### src/logic/srwg_pkg.sv
// Purpose: shared constants and types of the supervisor reset and write guard
// Assumes: 100 MHz core clock
// Notes:   timeout figures are plain defaults, kept in microseconds
package srwg_pkg;

  localparam int unsigned CLK_MHZ          = 100;
  localparam int unsigned SYNC_STAGES      = 2;

  // reset timeout choices, selected by the two timeout-select bits
  localparam int unsigned TIMEOUT0_US      = 50;
  localparam int unsigned TIMEOUT1_US      = 100;
  localparam int unsigned TIMEOUT2_US      = 200;
  localparam int unsigned TIMEOUT3_US      = 400;
  localparam int unsigned TIMEOUT0_CYCLES  = TIMEOUT0_US * CLK_MHZ;
  localparam int unsigned TIMEOUT1_CYCLES  = TIMEOUT1_US * CLK_MHZ;
  localparam int unsigned TIMEOUT2_CYCLES  = TIMEOUT2_US * CLK_MHZ;
  localparam int unsigned TIMEOUT3_CYCLES  = TIMEOUT3_US * CLK_MHZ;
  localparam int unsigned TIMER_WIDTH      = 32;

  // control register layout
  localparam int unsigned CTRL_WIDTH       = 8;
  localparam int unsigned CTRL_SEL_LO_POS  = 0;
  localparam int unsigned CTRL_SEL_HI_POS  = 1;
  localparam int unsigned CTRL_LOCK_LO_POS = 2;
  localparam int unsigned CTRL_LOCK_HI_POS = 3;
  localparam logic [7:0]  CTRL_RESET       = 8'h00;
  localparam logic [1:0]  LOCK_OPEN        = 2'h0;

  localparam int unsigned WIPER_WIDTH      = 6;
  localparam logic [5:0]  WIPER_RESET      = 6'h20;
  localparam int unsigned DATA_WIDTH       = 8;
  localparam int unsigned ADDR_WIDTH       = 8;

  typedef enum logic [1:0] {
    SRWG_TGT_ARRAY,
    SRWG_TGT_WIPER,
    SRWG_TGT_CONTROL,
    SRWG_TGT_NONE
  } srwg_target_type;

  typedef struct packed {
    logic                  valid;
    logic                  nonvolatile;
    srwg_target_type       target;
    logic [ADDR_WIDTH-1:0] addr;
    logic [DATA_WIDTH-1:0] data;
  } srwg_wr_req_type;

  typedef struct packed {
    logic                  done;
    logic                  refused;
    logic                  array_write;
    logic [ADDR_WIDTH-1:0] addr;
    logic [DATA_WIDTH-1:0] data;
  } srwg_wr_rsp_type;

endpackage

### src/logic/srwg_sync.sv
// Purpose: two-stage synchroniser for a group of pin levels
// Assumes: inputs are asynchronous levels
// Notes:   the first stage feeds only the second
`timescale 1ns/1ps
module srwg_sync #(
  parameter int unsigned WIDTH  = 4,
  parameter logic [WIDTH-1:0] INIT = '0
) (
  input  wire logic             core_clk_in,
  input  wire logic             reset_in,
  input  wire logic [WIDTH-1:0] async_in,
  output logic      [WIDTH-1:0] sync_out
);

  logic [WIDTH-1:0] meta_q;
  logic [WIDTH-1:0] stable_q;

  genvar i;
  generate
    for (i = 0; i < WIDTH; i++) begin : g_bit
      always_ff @(posedge core_clk_in) begin
        if (reset_in) begin
          meta_q[i]   <= INIT[i];
          stable_q[i] <= INIT[i];
        end else begin
          meta_q[i]   <= async_in[i];
          stable_q[i] <= meta_q[i];
        end
      end
    end
  endgenerate

  assign sync_out = stable_q;

endmodule

### src/logic/srwg_timer.sv
// Purpose: up counter that measures the reset timeout
// Assumes: limit is stable while the count runs
// Notes:   done is a level that holds until the next clear
`timescale 1ns/1ps
module srwg_timer #(
  parameter int unsigned WIDTH = 32
) (
  input  wire logic             core_clk_in,
  input  wire logic             reset_in,
  input  wire logic             clear_in,
  input  wire logic [WIDTH-1:0] limit_in,
  output logic                  done_out
);

  logic [WIDTH-1:0] count_q;
  logic             done_q;

  always_ff @(posedge core_clk_in) begin
    if (reset_in || clear_in) begin
      count_q <= '0;
      done_q  <= 1'b0;
    end else if (!done_q) begin
      // limit of n gives done n cycles after clear drops
      if (count_q + WIDTH'(1) >= limit_in) begin
        done_q <= 1'b1;
      end
      count_q <= count_q + WIDTH'(1);
    end
  end

  assign done_out = done_q;

endmodule

### src/logic/srwg_top.sv
// Purpose: supervisor reset generator, secondary fail indicator and write guard
// Assumes: comparators deliver clean logic levels; serial engine issues write requests
// Notes:   one clock, synchronous active-high reset models power-on
`timescale 1ns/1ps
module srwg_top #(
  parameter int unsigned TIMEOUT0_CYCLES = srwg_pkg::TIMEOUT0_CYCLES,
  parameter int unsigned TIMEOUT1_CYCLES = srwg_pkg::TIMEOUT1_CYCLES,
  parameter int unsigned TIMEOUT2_CYCLES = srwg_pkg::TIMEOUT2_CYCLES,
  parameter int unsigned TIMEOUT3_CYCLES = srwg_pkg::TIMEOUT3_CYCLES
) (
  input  wire logic                                 core_clk_in,
  input  wire logic                                 reset_in,
  // analog comparator results
  input  wire logic                                 supply_above_trip_in,
  input  wire logic                                 second_monitor_in,
  // board pins
  input  wire logic                                 manual_reset_in,
  input  wire logic                                 write_protect_in,
  input  wire logic                                 write_protect_floating_in,
  // serial data pin, open drain
  input  wire logic                                 sda_in,
  input  wire logic                                 sda_pull_low_in,
  output logic                                      sda_out,
  output logic                                      sda_oe_out,
  output logic                                      sda_rx_out,
  // write requests from the serial engine
  input  wire srwg_pkg::srwg_wr_req_type            wr_req_in,
  output srwg_pkg::srwg_wr_rsp_type                 wr_rsp_out,
  // state
  output logic                                      supply_reset_out,
  output logic                                      second_fail_out,
  output logic [srwg_pkg::CTRL_WIDTH-1:0]           control_register_out,
  output logic [srwg_pkg::WIPER_WIDTH-1:0]          potentiometer_zero_out,
  output logic [srwg_pkg::WIPER_WIDTH-1:0]          potentiometer_zero_nv_out,
  output logic                                      write_protect_active_out,
  output logic                                      lock_active_out,
  output logic                                      reset_timing_out
);

  typedef enum logic [1:0] {
    SRWG_RST_HOLD,
    SRWG_RST_TIMING,
    SRWG_RST_RUN
  } srwg_rst_state_type;

  localparam int unsigned TW = srwg_pkg::TIMER_WIDTH;

  // synchronised pins: supply ok, manual reset, protect, serial data
  logic [3:0] pins_async;
  logic [3:0] pins_sync;
  logic       supply_ok;
  logic       manual_hold;
  logic       protect_raw;
  logic       sda_seen;

  srwg_sync #(
    .WIDTH (4),
    .INIT  (4'h0)
  ) u_sync (
    .core_clk_in (core_clk_in),
    .reset_in    (reset_in),
    .async_in    (pins_async),
    .sync_out    (pins_sync)
  );

  // floating pin is pulled down before it reaches the synchroniser
  assign pins_async = {sda_in,
                       write_protect_in & ~write_protect_floating_in,
                       manual_reset_in,
                       supply_above_trip_in};
  assign supply_ok   = pins_sync[0];
  assign manual_hold = pins_sync[1];
  assign protect_raw = pins_sync[2];
  assign sda_seen    = pins_sync[3];

  // receiver never gated by our own drive enable
  assign sda_rx_out = sda_seen;
  assign sda_out    = 1'b0;
  assign sda_oe_out = sda_pull_low_in;

  // direct wire: no sync or delay, so it can glitch with the comparator
  assign second_fail_out = second_monitor_in;

  // control register
  logic [srwg_pkg::CTRL_WIDTH-1:0] ctrl_q;
  logic [1:0]                      timeout_select;
  logic [1:0]                      lock_bits;
  logic                            timeout_select_lo;
  logic                            timeout_select_hi;

  assign timeout_select_lo = ctrl_q[srwg_pkg::CTRL_SEL_LO_POS];
  assign timeout_select_hi = ctrl_q[srwg_pkg::CTRL_SEL_HI_POS];
  assign timeout_select    = {timeout_select_hi, timeout_select_lo};
  assign lock_bits         = {ctrl_q[srwg_pkg::CTRL_LOCK_HI_POS], ctrl_q[srwg_pkg::CTRL_LOCK_LO_POS]};

  // write permission decode, shared by every target
  function automatic logic write_allowed(input logic protect,
                                         input logic [1:0] lock,
                                         input logic nonvolatile);
    logic ok;
    ok = 1'b1;
    if (protect && nonvolatile) begin
      ok = 1'b0;
    end
    if (protect && (lock != srwg_pkg::LOCK_OPEN)) begin
      ok = 1'b0;
    end
    return ok;
  endfunction

  // timeout lookup from the select bits
  function automatic logic [TW-1:0] timeout_cycles(input logic [1:0] sel);
    logic [TW-1:0] c;
    c = '0;
    case (sel)
      2'h0:    c = TW'(TIMEOUT0_CYCLES);
      2'h1:    c = TW'(TIMEOUT1_CYCLES);
      2'h2:    c = TW'(TIMEOUT2_CYCLES);
      default: c = TW'(TIMEOUT3_CYCLES);
    endcase
    return c;
  endfunction

  // reset sequencer
  srwg_rst_state_type rst_state_q;
  logic               reset_cause;
  logic               timer_clear;
  logic               timer_done;
  logic [TW-1:0]      timer_limit;

  assign reset_cause = ~supply_ok | manual_hold;
  assign timer_limit = timeout_cycles(timeout_select);
  // timer restarts whenever the cause is present or we are not timing
  assign timer_clear = reset_cause || (rst_state_q != SRWG_RST_TIMING);

  srwg_timer #(
    .WIDTH (TW)
  ) u_timer (
    .core_clk_in (core_clk_in),
    .reset_in    (reset_in),
    .clear_in    (timer_clear),
    .limit_in    (timer_limit),
    .done_out    (timer_done)
  );

  always_ff @(posedge core_clk_in) begin
    if (reset_in) begin
      rst_state_q <= SRWG_RST_HOLD;
    end else begin
      case (rst_state_q)
        SRWG_RST_HOLD: begin
          if (!reset_cause) begin
            rst_state_q <= SRWG_RST_TIMING;
          end
        end
        SRWG_RST_TIMING: begin
          if (reset_cause) begin
            rst_state_q <= SRWG_RST_HOLD;
          end else if (timer_done) begin
            rst_state_q <= SRWG_RST_RUN;
          end
        end
        SRWG_RST_RUN: begin
          if (reset_cause) begin
            rst_state_q <= SRWG_RST_HOLD;
          end
        end
        default: rst_state_q <= SRWG_RST_HOLD;
      endcase
    end
  end

  // cause drops into the output combinationally too, so assertion is immediate
  assign supply_reset_out = reset_cause || (rst_state_q != SRWG_RST_RUN);
  assign reset_timing_out = (rst_state_q == SRWG_RST_TIMING);

  // write guard
  logic                                 grant;
  logic [srwg_pkg::WIPER_WIDTH-1:0]     wiper_q;
  logic [srwg_pkg::WIPER_WIDTH-1:0]     wiper_nv_q;
  srwg_pkg::srwg_wr_rsp_type            rsp_q;

  assign grant = wr_req_in.valid
              && (wr_req_in.target != srwg_pkg::SRWG_TGT_NONE)
              && write_allowed(protect_raw, lock_bits, wr_req_in.nonvolatile);

  always_ff @(posedge core_clk_in) begin
    if (reset_in) begin
      ctrl_q <= srwg_pkg::CTRL_RESET;
    end else if (grant && (wr_req_in.target == srwg_pkg::SRWG_TGT_CONTROL)) begin
      ctrl_q <= wr_req_in.data;
    end
  end

  // volatile wiper; a nonvolatile write updates both copies
  always_ff @(posedge core_clk_in) begin
    if (reset_in) begin
      wiper_q <= wiper_nv_q;
    end else if (grant && (wr_req_in.target == srwg_pkg::SRWG_TGT_WIPER)) begin
      wiper_q <= wr_req_in.data[srwg_pkg::WIPER_WIDTH-1:0];
    end
  end

  // nonvolatile copy survives reset, modelling the stored wiper position
  // power-on marker, set once by the first clock and never cleared by reset
  logic wiper_nv_init_q = 1'b0;
  always_ff @(posedge core_clk_in) begin
    if (!wiper_nv_init_q) begin
      wiper_nv_init_q <= 1'b1;
      wiper_nv_q      <= srwg_pkg::WIPER_RESET;
    end else if (!reset_in && grant && wr_req_in.nonvolatile
                 && (wr_req_in.target == srwg_pkg::SRWG_TGT_WIPER)) begin
      wiper_nv_q <= wr_req_in.data[srwg_pkg::WIPER_WIDTH-1:0];
    end
  end

  // one-cycle answers, registered
  always_ff @(posedge core_clk_in) begin
    if (reset_in) begin
      rsp_q <= '0;
    end else begin
      rsp_q.done        <= grant;
      rsp_q.refused     <= wr_req_in.valid && !grant;
      rsp_q.array_write <= grant && (wr_req_in.target == srwg_pkg::SRWG_TGT_ARRAY);
      if (wr_req_in.valid) begin
        rsp_q.addr <= wr_req_in.addr;
        rsp_q.data <= wr_req_in.data;
      end
    end
  end

  assign wr_rsp_out                = rsp_q;
  assign control_register_out      = ctrl_q;
  assign potentiometer_zero_out    = wiper_q;
  assign potentiometer_zero_nv_out = wiper_nv_q;
  assign write_protect_active_out  = protect_raw;
  assign lock_active_out           = protect_raw && (lock_bits != srwg_pkg::LOCK_OPEN);

endmodule

### config.mk
export PLATFORM = sky130hd
export DESIGN_NAME = srwg_top
export DESIGN_NICKNAME = d
export VERILOG_FILES = /design/src/logic/srwg_pkg.sv /design/src/logic/srwg_sync.sv /design/src/logic/srwg_timer.sv /design/src/logic/srwg_top.sv
export SDC_FILE = /design/constraint.sdc
export NUM_CORES = 1
export LEC_CHECK = 0
export BUFFER_PORTS_ARGS = -buffer_cell sky130_fd_sc_hd__buf_2
export CAP_MARGIN = 20
export CORE_AREA = 8 8 105 107
export DETAILED_ROUTE_END_ITERATION = 8
export DIE_AREA = 0 0 113 115
export PLACE_DENSITY = 0.74
export RECOVER_POWER = 25
export SLEW_MARGIN = 30
export SYNTH_ARGS = -nofsm -noshare
export SYNTH_HDL_FRONTEND = slang
export SYNTH_SLANG_ARGS = --single-unit
### constraint.sdc
create_clock -name core_clk_in -period 3.68 [get_ports core_clk_in]
set_input_delay 0.736 -clock core_clk_in [delete_from_list [all_inputs] [get_ports core_clk_in]]
set_output_delay 0.736 -clock core_clk_in [all_outputs]
set_load 0.005 [all_outputs]
==> impl_metrics.toml, run 1 <==
[critical_path]
critPathArrivalTime_ps = 3370
cp_data_required_time_ps = 3900
r2r_start = "u_timer.count_q[2]"
rrSetupSlack_ps = 520
r2r-end = "u_timer.done_out"
critPathKind = "flop to flop"
ff2ff_path_depth = 11
cp-startpoint = "u_timer.count_q[2]"
critPathMaxFanout = 11
endpoint_kind = "flop"
critical_path.startpoint_type = "flop"
crit_end = "u_timer.done_out"

[logic_synthesis]
syn_area_mm2 = 0.00413
synthMuxAreaShare_pct = 7.93
ys_seq_elements = 82
ys_seq_area_share_pct = 42.6
synth_cell_types = 51
synthSimpleGateAreaFrac_pct = 23.3
synthAdderAreaFrac_pct = 6.06
synth-xor-area-share_pct = 10.4
synth_flop_cell = "dfxtp_1"
synth_edf_count = 12
synth_compound_area_share_pct = 5.51
yosys_warnings = 0
syn_nets = 484
synthArstFlopShare_pct = 0
synthCells = 435
syn_avg_cell_area_um2 = 9.50
synth_top_family_by_area = "simple AND/OR/NAND/NOR gates"

[clock_tree]
worst_skew_pair.late_latency_ps = 360
clk_pin_slew_worst_paths_ps = 80
postCtsSetupRepairBufs = 0
cts_sinks = 82
cts_tree = "yes"
cts_made_buffers = 9
cts_resized = 0
htree_levels = 3
max-clock-path-buffers = 2
clockRootBuffer = "clkbuf_8"
cts_hold_buf = 0

[final_layout]
final_common_cell = "dfxtp_1"
antenna_cells = 0
drive_gt1_share_pct = 18.8
fillers = 876
nets = 540
multi_input_area_mm2 = 0.00220
mostFrequentLayoutCells = "dfxtp_1, nor2_1, buf_2"
syn_to_final_growth_pct = 13.1
instances_no_fill = 610
regArea_mm2 = 0.00176

[global_routing]
grt_pass1_vias = 3149
antenna_found_initial = 0
grt_first_pass_wirelength_um = 14800
grt_start_max_net_pins = 45
grt.total_usage_pct = 14.1
grt_overflow_total = 0

[floorplanning]
core_mm2 = 0.00946
top_level_ports = 76
die_w_um = 113
die_h_um = 115
start_util_pct = 43.7
die_area_mm2 = 0.0130
num_rows = 36

[power]
power_density_mw_per_mm2 = 352
pwr-share-clk_pct = 36.3
power.total_mw = 1.64
intPower_mw = 1.23
sw_frac_of_total_pct = 24.9
comb_power_share_pct = 6.3
p_switching_mw = 0.409
leakagePower_nw = 1.93
ir_worst_vdd_v = 0.000244
share_seq_of_total_power_pct = 57.4

[sta]
timing_hold_violations_final = 0
drv_slew = 45
setup_viol = 0
tns_ps = 0
rsz0062_at_grt = "no"
fin_skew_ps = 9.77
min_period_over_period_pct = 85.7
setup_ws_ps = 524
tightest_slew_ps = 1920
fmax_mhz = 317
layout_min_cycle_time_ps = 3160
relSlewSlack_pct = -27.8

[placed_design]
hpwl_um = 6650
portBuffers = 70
place.gp.congestion = 0.956
dp_cells = 594
dpl_worst_slack_ps = 548

[routing]
routed_wl_um = 9020
drc = 0
detail_route.first_pass.iterations = 4
drt_iter0_drc = 113
vias = 3198
via_per_inst = 5.24
antenna_left = 0
routedWlPerCell_um = 14.8

[outcome]
violations = "capacitance limit, slew limit"
outcome = "finished, violations left"

[run]
drv_cap = 1

[worst_hold_path]
hp-class = "flop to flop"
[power by group through the flow]
| stage | sequential [mW] | clock, mW | combinational [mW] |
|---|---|---|---|
| floorplan | 0.965 | 0 | 0.0560 |
| global route | 0.945 | 0.645 | 0.117 |
| global placement | 0.963 | 0 | 0.104 |
| finish | 0.943 | 0.595 | 0.104 |
| CTS | 0.943 | 0.611 | 0.107 |
| detailed placement | 0.963 | 0 | 0.107 |
[sequential cells by signal, summed over array words and instances (netlist names)]
register                   flops
u_sync.sync_out                4
wr_rsp_out                    19
u_timer.count_q               32
potentiometer_zero_nv_out      6
rst_state_q                    2
potentiometer_zero_out         6
u_sync.meta_q                  4
control_register_out           8
u_timer.done_out               1
[area by class of cell]
cell class                      instances  area share, %
Multi-Input combinational cell        318           47.2
Sequential cell                        82           37.7
Timing Repair Buffer                   73           7.71
Tap cell                              114           3.05
Clock buffer                           10           2.73
Clock inverter                          6           1.04
Inverter                                7          0.563
[worst min-delay path by stage]
stage                           from                  to  depth (start not counted)
global placement    u_sync.meta_q[3]  u_sync.sync_out[3]                          1
detailed placement  u_sync.meta_q[3]  u_sync.sync_out[3]                          1
finish              u_sync.meta_q[2]  u_sync.sync_out[2]                          1
global route        u_sync.meta_q[1]  u_sync.sync_out[1]                          1
floorplan           u_sync.meta_q[0]  u_sync.sync_out[0]                          1
CTS                 u_sync.meta_q[3]  u_sync.sync_out[3]                          1
[synthesized netlist by cell type (5+ instances only)]
cell / n / area, um^2
dfxtp_1: 70 / 1400
nor2_1: 69 / 259
xnor2_1: 27 / 236
mux2i_1: 26 / 260
nand2_1: 26 / 97.6
xor2_1: 22 / 193
ha_1: 20 / 250
nand4_1: 14 / 87.6
edfxtp_1: 12 / 360
nand3_1: 12 / 60.1
nor2b_1: 10 / 62.6
buf_2: 9 / 45.0
a21oi_1: 8 / 40.0
and4_1: 8 / 70.1
o21ai_0: 8 / 40.0
clkbuf_1: 7 / 26.3
inv_1: 7 / 26.3
nor3_1: 7 / 35.0
buf_1: 6 / 22.5
mux2_2: 6 / 67.6
and3_1: 5 / 31.3
or3_1: 5 / 31.3
[layer usage]
metal / global-route usage, % / part of all wire (%) / up-vias
li1: - / - / 1611
met1: 16.0 / 43 / 1477
met2: 22.7 / 46 / 92
met3: 5.88 / 9.2 / 18
met4: 6.48 / 1.8 / 0
met5: 0 / 0 / -
[stage by stage]
step | util (%) | cell area (um^2) | hold slack, ps
2_1_floorplan | - | 4130 | 414
3_3_place_gp | 47.6 | 4510 | 417
3_5_place_dp | 47.6 | 4510 | 430
4_1_cts | 49.5 | 4680 | 450
5_1_grt | 49.4 | 4670 | 470
6_report | 49.4 | 4670 | 442
[kinds of logic (layout without fill, tap and decap cells)]
kind of cell	after synthesis	after routing
AO/OA/AOI/OAI	35	35
XOR/XNOR	49	49
adder cells (fa/ha/maj)	20	20
buffers and inverters	35	96
flip-flops	82	82
multiplexers	32	32
other	1	1
AND/OR/NAND/NOR	181	181
[worst max-delay path: stages (launching register included)]
cell      delay, ps
dfxtp_1         460
and4_1          510
nand3_1         240
nor2_1          190
xor2_1          190
ha_1            280
a21o_1          170
a21o_1          180
a221o_1         340
a211oi_1        180
and4_1          210
a31oi_1          70
(Power assumes the default switching activity.)
==> run 2, diff against run 1 <==
--- a/config.mk
+++ b/config.mk
@@ -5,12 +5,12 @@
 export SDC_FILE = /design/constraint.sdc
 export NUM_CORES = 1
 export LEC_CHECK = 0
-export BUFFER_PORTS_ARGS = -buffer_cell sky130_fd_sc_hd__buf_2
 export CAP_MARGIN = 20
 export CORE_AREA = 8 8 105 107
 export DETAILED_ROUTE_END_ITERATION = 8
 export DIE_AREA = 0 0 113 115
-export PLACE_DENSITY = 0.74
+export DONT_BUFFER_PORTS = 1
+export PLACE_DENSITY = 0.67
 export RECOVER_POWER = 25
 export SLEW_MARGIN = 30
 export SYNTH_ARGS = -nofsm -noshare
==> run 2 against run 1 <==
The run now ends clean. Sequential power grew 0.8%. Via count shrank 8.2%. Critical endpoint unchanged. Register-to-register slack gained 190 ps. Sequential share of layout area grew 2.9 points.
==> impl_metrics.toml, run 2 (synthesized netlist as in run 1, its figures left out) <==
[routing]
drt_iter0_drc = 157
detail_route.first_pass.iterations = 6
wl_met1_um = 3660
antenna_left = 0
dr_wl_met2_um = 3940
routedWlPerCell_um = 16.2
top_layer_used = "met4"
routed_wl_um = 8740
wl_met3_um = 985
drc = 0
vias = 2937
via_per_inst = 5.45

[clock_tree]
cts_resized = 0
postCtsSetupRepairBufs = 0
cts_made_buffers = 9
max-clock-path-buffers = 2
cts_hold_buf = 0
clk_pin_slew_worst_paths_ps = 90
htree_levels = 3
clockRootBuffer = "clkbuf_8"
worst_skew_pair.late_latency_ps = 350
cts_tree = "yes"
cts_sinks = 82

[sta]
setup_viol = 0
fmax_mhz = 337
fin_skew_ps = 6.91
timing_hold_violations_final = 0
drv_slew = 0
rsz0062_at_grt = "no"
tns_ps = 0
setup_ws_ps = 716
layout_min_cycle_time_ps = 2960
min_period_over_period_pct = 80.5
relSlewSlack_pct = 41.8
tightest_slew_ps = 872

[placed_design]
portBuffers = 0
dpl_worst_slack_ps = 771
place.gp.congestion = 0.957
hpwl_um = 6360

[critical_path]
cp_data_required_time_ps = 3890
critPathKind = "flop to flop"
critical_path.startpoint_type = "flop"
r2r-end = "u_timer.done_out"
ff2ff_path_depth = 11
r2r_start = "u_timer.count_q[8]"
critPathMaxFanout = 9
rrSetupSlack_ps = 720
critPathArrivalTime_ps = 3170
endpoint_kind = "flop"

[power]
leakagePower_nw = 1.66
power_density_mw_per_mm2 = 373
ir_worst_vdd_v = 0.000261

[worst_hold_path]
min_path_cells = 1
min_from = "u_sync.meta_q[0]"
min_to = "u_sync.sync_out[0]"
hp-class = "flop to flop"

[run]
drv_cap = 0

[floorplanning]
core_mm2 = 0.00946
start_util_pct = 43.7
die_area_mm2 = 0.0130
num_rows = 36
die_w_um = 113
top_level_ports = 76
die_h_um = 115

[final_layout]
syn_to_final_growth_pct = 4.94
final_common_cell = "dfxtp_1"
fillers = 928
antenna_cells = 0
drive_gt1_share_pct = 7.53
mostFrequentLayoutCells = "dfxtp_1, nor2_1, xnor2_1"
regMostFlops = "u_timer.count_q"
nets = 469
largest_reg_flops = 32

[global_routing]
grt_pass1_vias = 3057
grt_start_max_net_pins = 46
grt_first_pass_wirelength_um = 14900
antenna_found_initial = 0
grt.total_usage_pct = 14.2
grt_overflow_total = 0

[outcome]
outcome = "complete, no violations"
run 2: worst max path at each step:
stage                                  start                to  slack [ps]  cells after the start
after CTS                 u_timer.count_q[8]  u_timer.done_out         740                     11
final                     u_timer.count_q[8]  u_timer.done_out         720                     11
after global routing      u_timer.count_q[8]  u_timer.done_out         410                     11
after global placement    u_timer.count_q[2]  u_timer.done_out         860                     12
after detailed placement  u_timer.count_q[8]  u_timer.done_out         770                     11
after floorplan           u_timer.count_q[2]  u_timer.done_out        1060                     13
run 2: final cells by class:
class	instances	area, um^2	area share [%]
Timing Repair Buffer	2	15.0	0.346
Clock inverter	6	46.3	1.07
Sequential cell	82	1760	40.6
Inverter	7	26.3	0.606
Tap cell	114	143	3.29
Clock buffer	10	138	3.17
Multi-Input combinational cell	318	2210	50.9
run 2: critical path, cell delays in order, from the launching register on:
cell and delay, ps:
dfxtp_1 430, and3_1 410, nand3_1 220, nor2_1 190, xor2_1 160, ha_1 260
a21o_1 180, a21o_1 180, a221o_1 330, a211oi_1 180, and4_1 210, a31oi_1 70
run 2: where the power goes:
part / switching, mW / leakage [nW] / internal (mW)
Clock: 0.344 / 0.0980 / 0.271
Sequential: 0.0185 / 0.683 / 0.933
Combinational: 0.0232 / 0.879 / 0.0280
Total: 0.386 / 1.66 / 1.23
run 2: routing by layer:
| layer | up-vias | track usage (%) |
|---|---|---|
| li1 | 1461 | - |
| met1 | 1363 | 15.7 |
| met2 | 101 | 22.9 |
| met3 | 12 | 6.46 |
| met4 | 0 | 6.57 |
| met5 | - | 0 |
run 2: through the flow:
stage / hold WS [ps] / instance area (um^2) / cells / utilization (%) / total power, mW
after CTS: 427 / 4340 / 539 / 45.8 / 1.64
after detailed placement: 427 / 4150 / 523 / 43.9 / 1.02
after floorplan: 414 / 4130 / 435 / - / 1.02
after global routing: 418 / 4340 / 539 / 45.8 / 1.69
final: 443 / 4340 / 539 / 45.8 / 1.62
after global placement: 419 / 4150 / 523 / 43.9 / 1.02
==> run 3, diff against run 2 <==
--- a/config.mk
+++ b/config.mk
@@ -10,7 +10,7 @@
 export DETAILED_ROUTE_END_ITERATION = 8
 export DIE_AREA = 0 0 113 115
 export DONT_BUFFER_PORTS = 1
-export PLACE_DENSITY = 0.67
+export PLACE_DENSITY = 0.69
 export RECOVER_POWER = 25
 export SLEW_MARGIN = 30
 export SYNTH_ARGS = -nofsm -noshare
==> constraint.sdc (replaced) <==
create_clock -name core_clk_in -period 2.7 [get_ports core_clk_in]
set_input_delay 0.54 -clock core_clk_in [delete_from_list [all_inputs] [get_ports core_clk_in]]
set_output_delay 0.54 -clock core_clk_in [all_outputs]
set_load 0.005 [all_outputs]
==> run 3 against run 2 <==
Critical path depth unchanged. Largest power group unchanged. Clock skew is 5.4 ps higher. Sequential share of layout area fell by 1.0 points. Count of clock-buffer cells in the layout did not move. Combinational power grew 36%. Routed wire length up 0.93%. Critical endpoint unchanged. Fmax grew 17%. Power rose by 41%. Die area unchanged.
==> impl_metrics.toml, run 3 (synthesized netlist as in run 1, its figures left out) <==
[routing]
via_per_inst = 5.39
drc = 0
routedWlPerCell_um = 16.0
detail_route.first_pass.iterations = 4
antenna_left = 0
vias = 2975
drt_iter0_drc = 159
routed_wl_um = 8820

[global_routing]
grt_start_max_net_pins = 46
grt.total_usage_pct = 14.0
antenna_found_initial = 0
grt_first_pass_wirelength_um = 14900
grt_pass1_vias = 3034
grt_overflow_total = 0

[sta]
tightest_slew_ps = 911
relSlewSlack_pct = 39.2
setup_ws_ps = 171
fin_skew_ps = 12.3
drv_slew = 0
min_period_over_period_pct = 93.7
layout_min_cycle_time_ps = 2530
setup_viol = 0
timing_hold_violations_final = 0
fmax_mhz = 395
tns_ps = 0

[placed_design]
dpl_worst_slack_ps = 27.8
portBuffers = 0
dpl_cell_area_mm2 = 0.00425
place.gp.congestion = 0.877
hpwl_um = 6460

[power]
leakagePower_nw = 1.74
ir_worst_vdd_v = 0.000456
intPower_mw = 1.75
power_density_mw_per_mm2 = 510
sw_frac_of_total_pct = 23.1
comb_power_share_pct = 3.1
p_switching_mw = 0.525
power.total_mw = 2.28
pwr-share-clk_pct = 40.0
share_seq_of_total_power_pct = 56.9

[critical_path]
cp_cell_sequence = "and4_4 -> nand4_4 -> nor2_1 -> xor2_1 -> ha_1 -> a21o_1 -> a21o_1 -> a221o_1 -> a211oi_1 -> and4_1 -> a31oi_1"
critical-path-max-stage-delay_ps = 370
critPathMaxFanout = 9
cp_data_required_time_ps = 2900
cp_common_cell = "a21o_1"
crit_buf_inv = 0
cp_top_family = "compound AO/OA/AOI/OAI gates"
critical_path.startpoint_type = "flop"
crit_slowest_cell = "dfxtp_2"
critPathArrivalTime_ps = 2730
endpoint_kind = "flop"
critPathKind = "flop to flop"

[floorplanning]
num_rows = 36
die_w_um = 113
top_level_ports = 76
die_area_mm2 = 0.0130
core_mm2 = 0.00946
start_util_pct = 43.7
die_h_um = 115

[clock_tree]
cts_made_buffers = 9
cts_tree = "yes"
clk_pin_slew_worst_paths_ps = 80
postCtsSetupRepairBufs = 0
max-clock-path-buffers = 2
clockRootBuffer = "clkbuf_8"
worst_skew_pair.late_latency_ps = 350
htree_levels = 3
cts_sinks = 82

[final_layout]
nets = 482
drive_gt1_share_pct = 11.6
final_area_mm2 = 0.00446
postLayoutCoreUtil_pct = 47.2
largest_reg_flops = 32
syn_to_final_growth_pct = 8.06
regMostFlops = "u_timer.count_q"
regArea_mm2 = 0.00177
mostFrequentLayoutCells = "nor2_1, dfxtp_1, xnor2_1"
multi_input_area_mm2 = 0.00221
antenna_cells = 0
fillers = 893
final_common_cell = "nor2_1"

[outcome]
outcome = "complete, no violations"

[worst_hold_path]
hp-class = "primary input to flop"

[run]
drv_cap = 0
[run 3: worst register-to-register path, cell delays in order, from the launching register on]
cell and delay [ps]:
dfxtp_2 370, and4_4 280, nand4_4 180, nor2_1 170, xor2_1 80, ha_1 190, a21o_1 180, a21o_1 170
a221o_1 330, a211oi_1 170, and4_1 210, a31oi_1 70
[run 3: cell type report]
class,instances,area share (%)
inverter,7,0.589
tap,114,3.20
timing repair buffer,15,2.52
clock inverter,6,1.65
multi-input combinational,318,49.6
sequential,82,39.6
clock buffer,10,2.86
[run 3: power by group through the flow]
stage / clock network, mW / logic, mW / registers, mW
after floorplan: 0 / 0.0763 / 1.32
after global placement: 0 / 0.0669 / 1.33
after detailed placement: 0 / 0.0705 / 1.33
after CTS: 0.938 / 0.0705 / 1.30
after global routing: 0.987 / 0.0781 / 1.30
final: 0.911 / 0.0695 / 1.30
[run 3: through the flow]
stage	hold slack (ps)	instances
after floorplan	414	435
after global placement	419	536
after detailed placement	424	536
after CTS	234	552
after global routing	222	552
final	258	552
[run 3: layer usage]
layer	up-vias	GRT usage (%)	routed length, um
li1	1491	-	-
met1	1383	15.7	3810
met2	87	23.0	4070
met3	14	5.99	784
met4	0	5.68	149
met5	-	0	0
[run 3: timing repair]
item                                    CTS  global route
resized for setup                         0             9
endpoints found under the setup margin    0             1
hold buffers                              0             0
[run 3: path summary, 6_finish.rpt]
| check | end | startpoint | cells after the start | slack (ps) |
|---|---|---|---|---|
| max | u_timer.done_out | u_timer.count_q[5] | 11 | 170 |
| min | u_sync.meta_q[2] | write_protect_floating_in | 1 | 260 |
| max reg2reg | u_timer.done_out | u_timer.count_q[5] | 11 | 170 |
| min reg2reg | u_sync.sync_out[3] | u_sync.meta_q[3] | 1 | 450 |
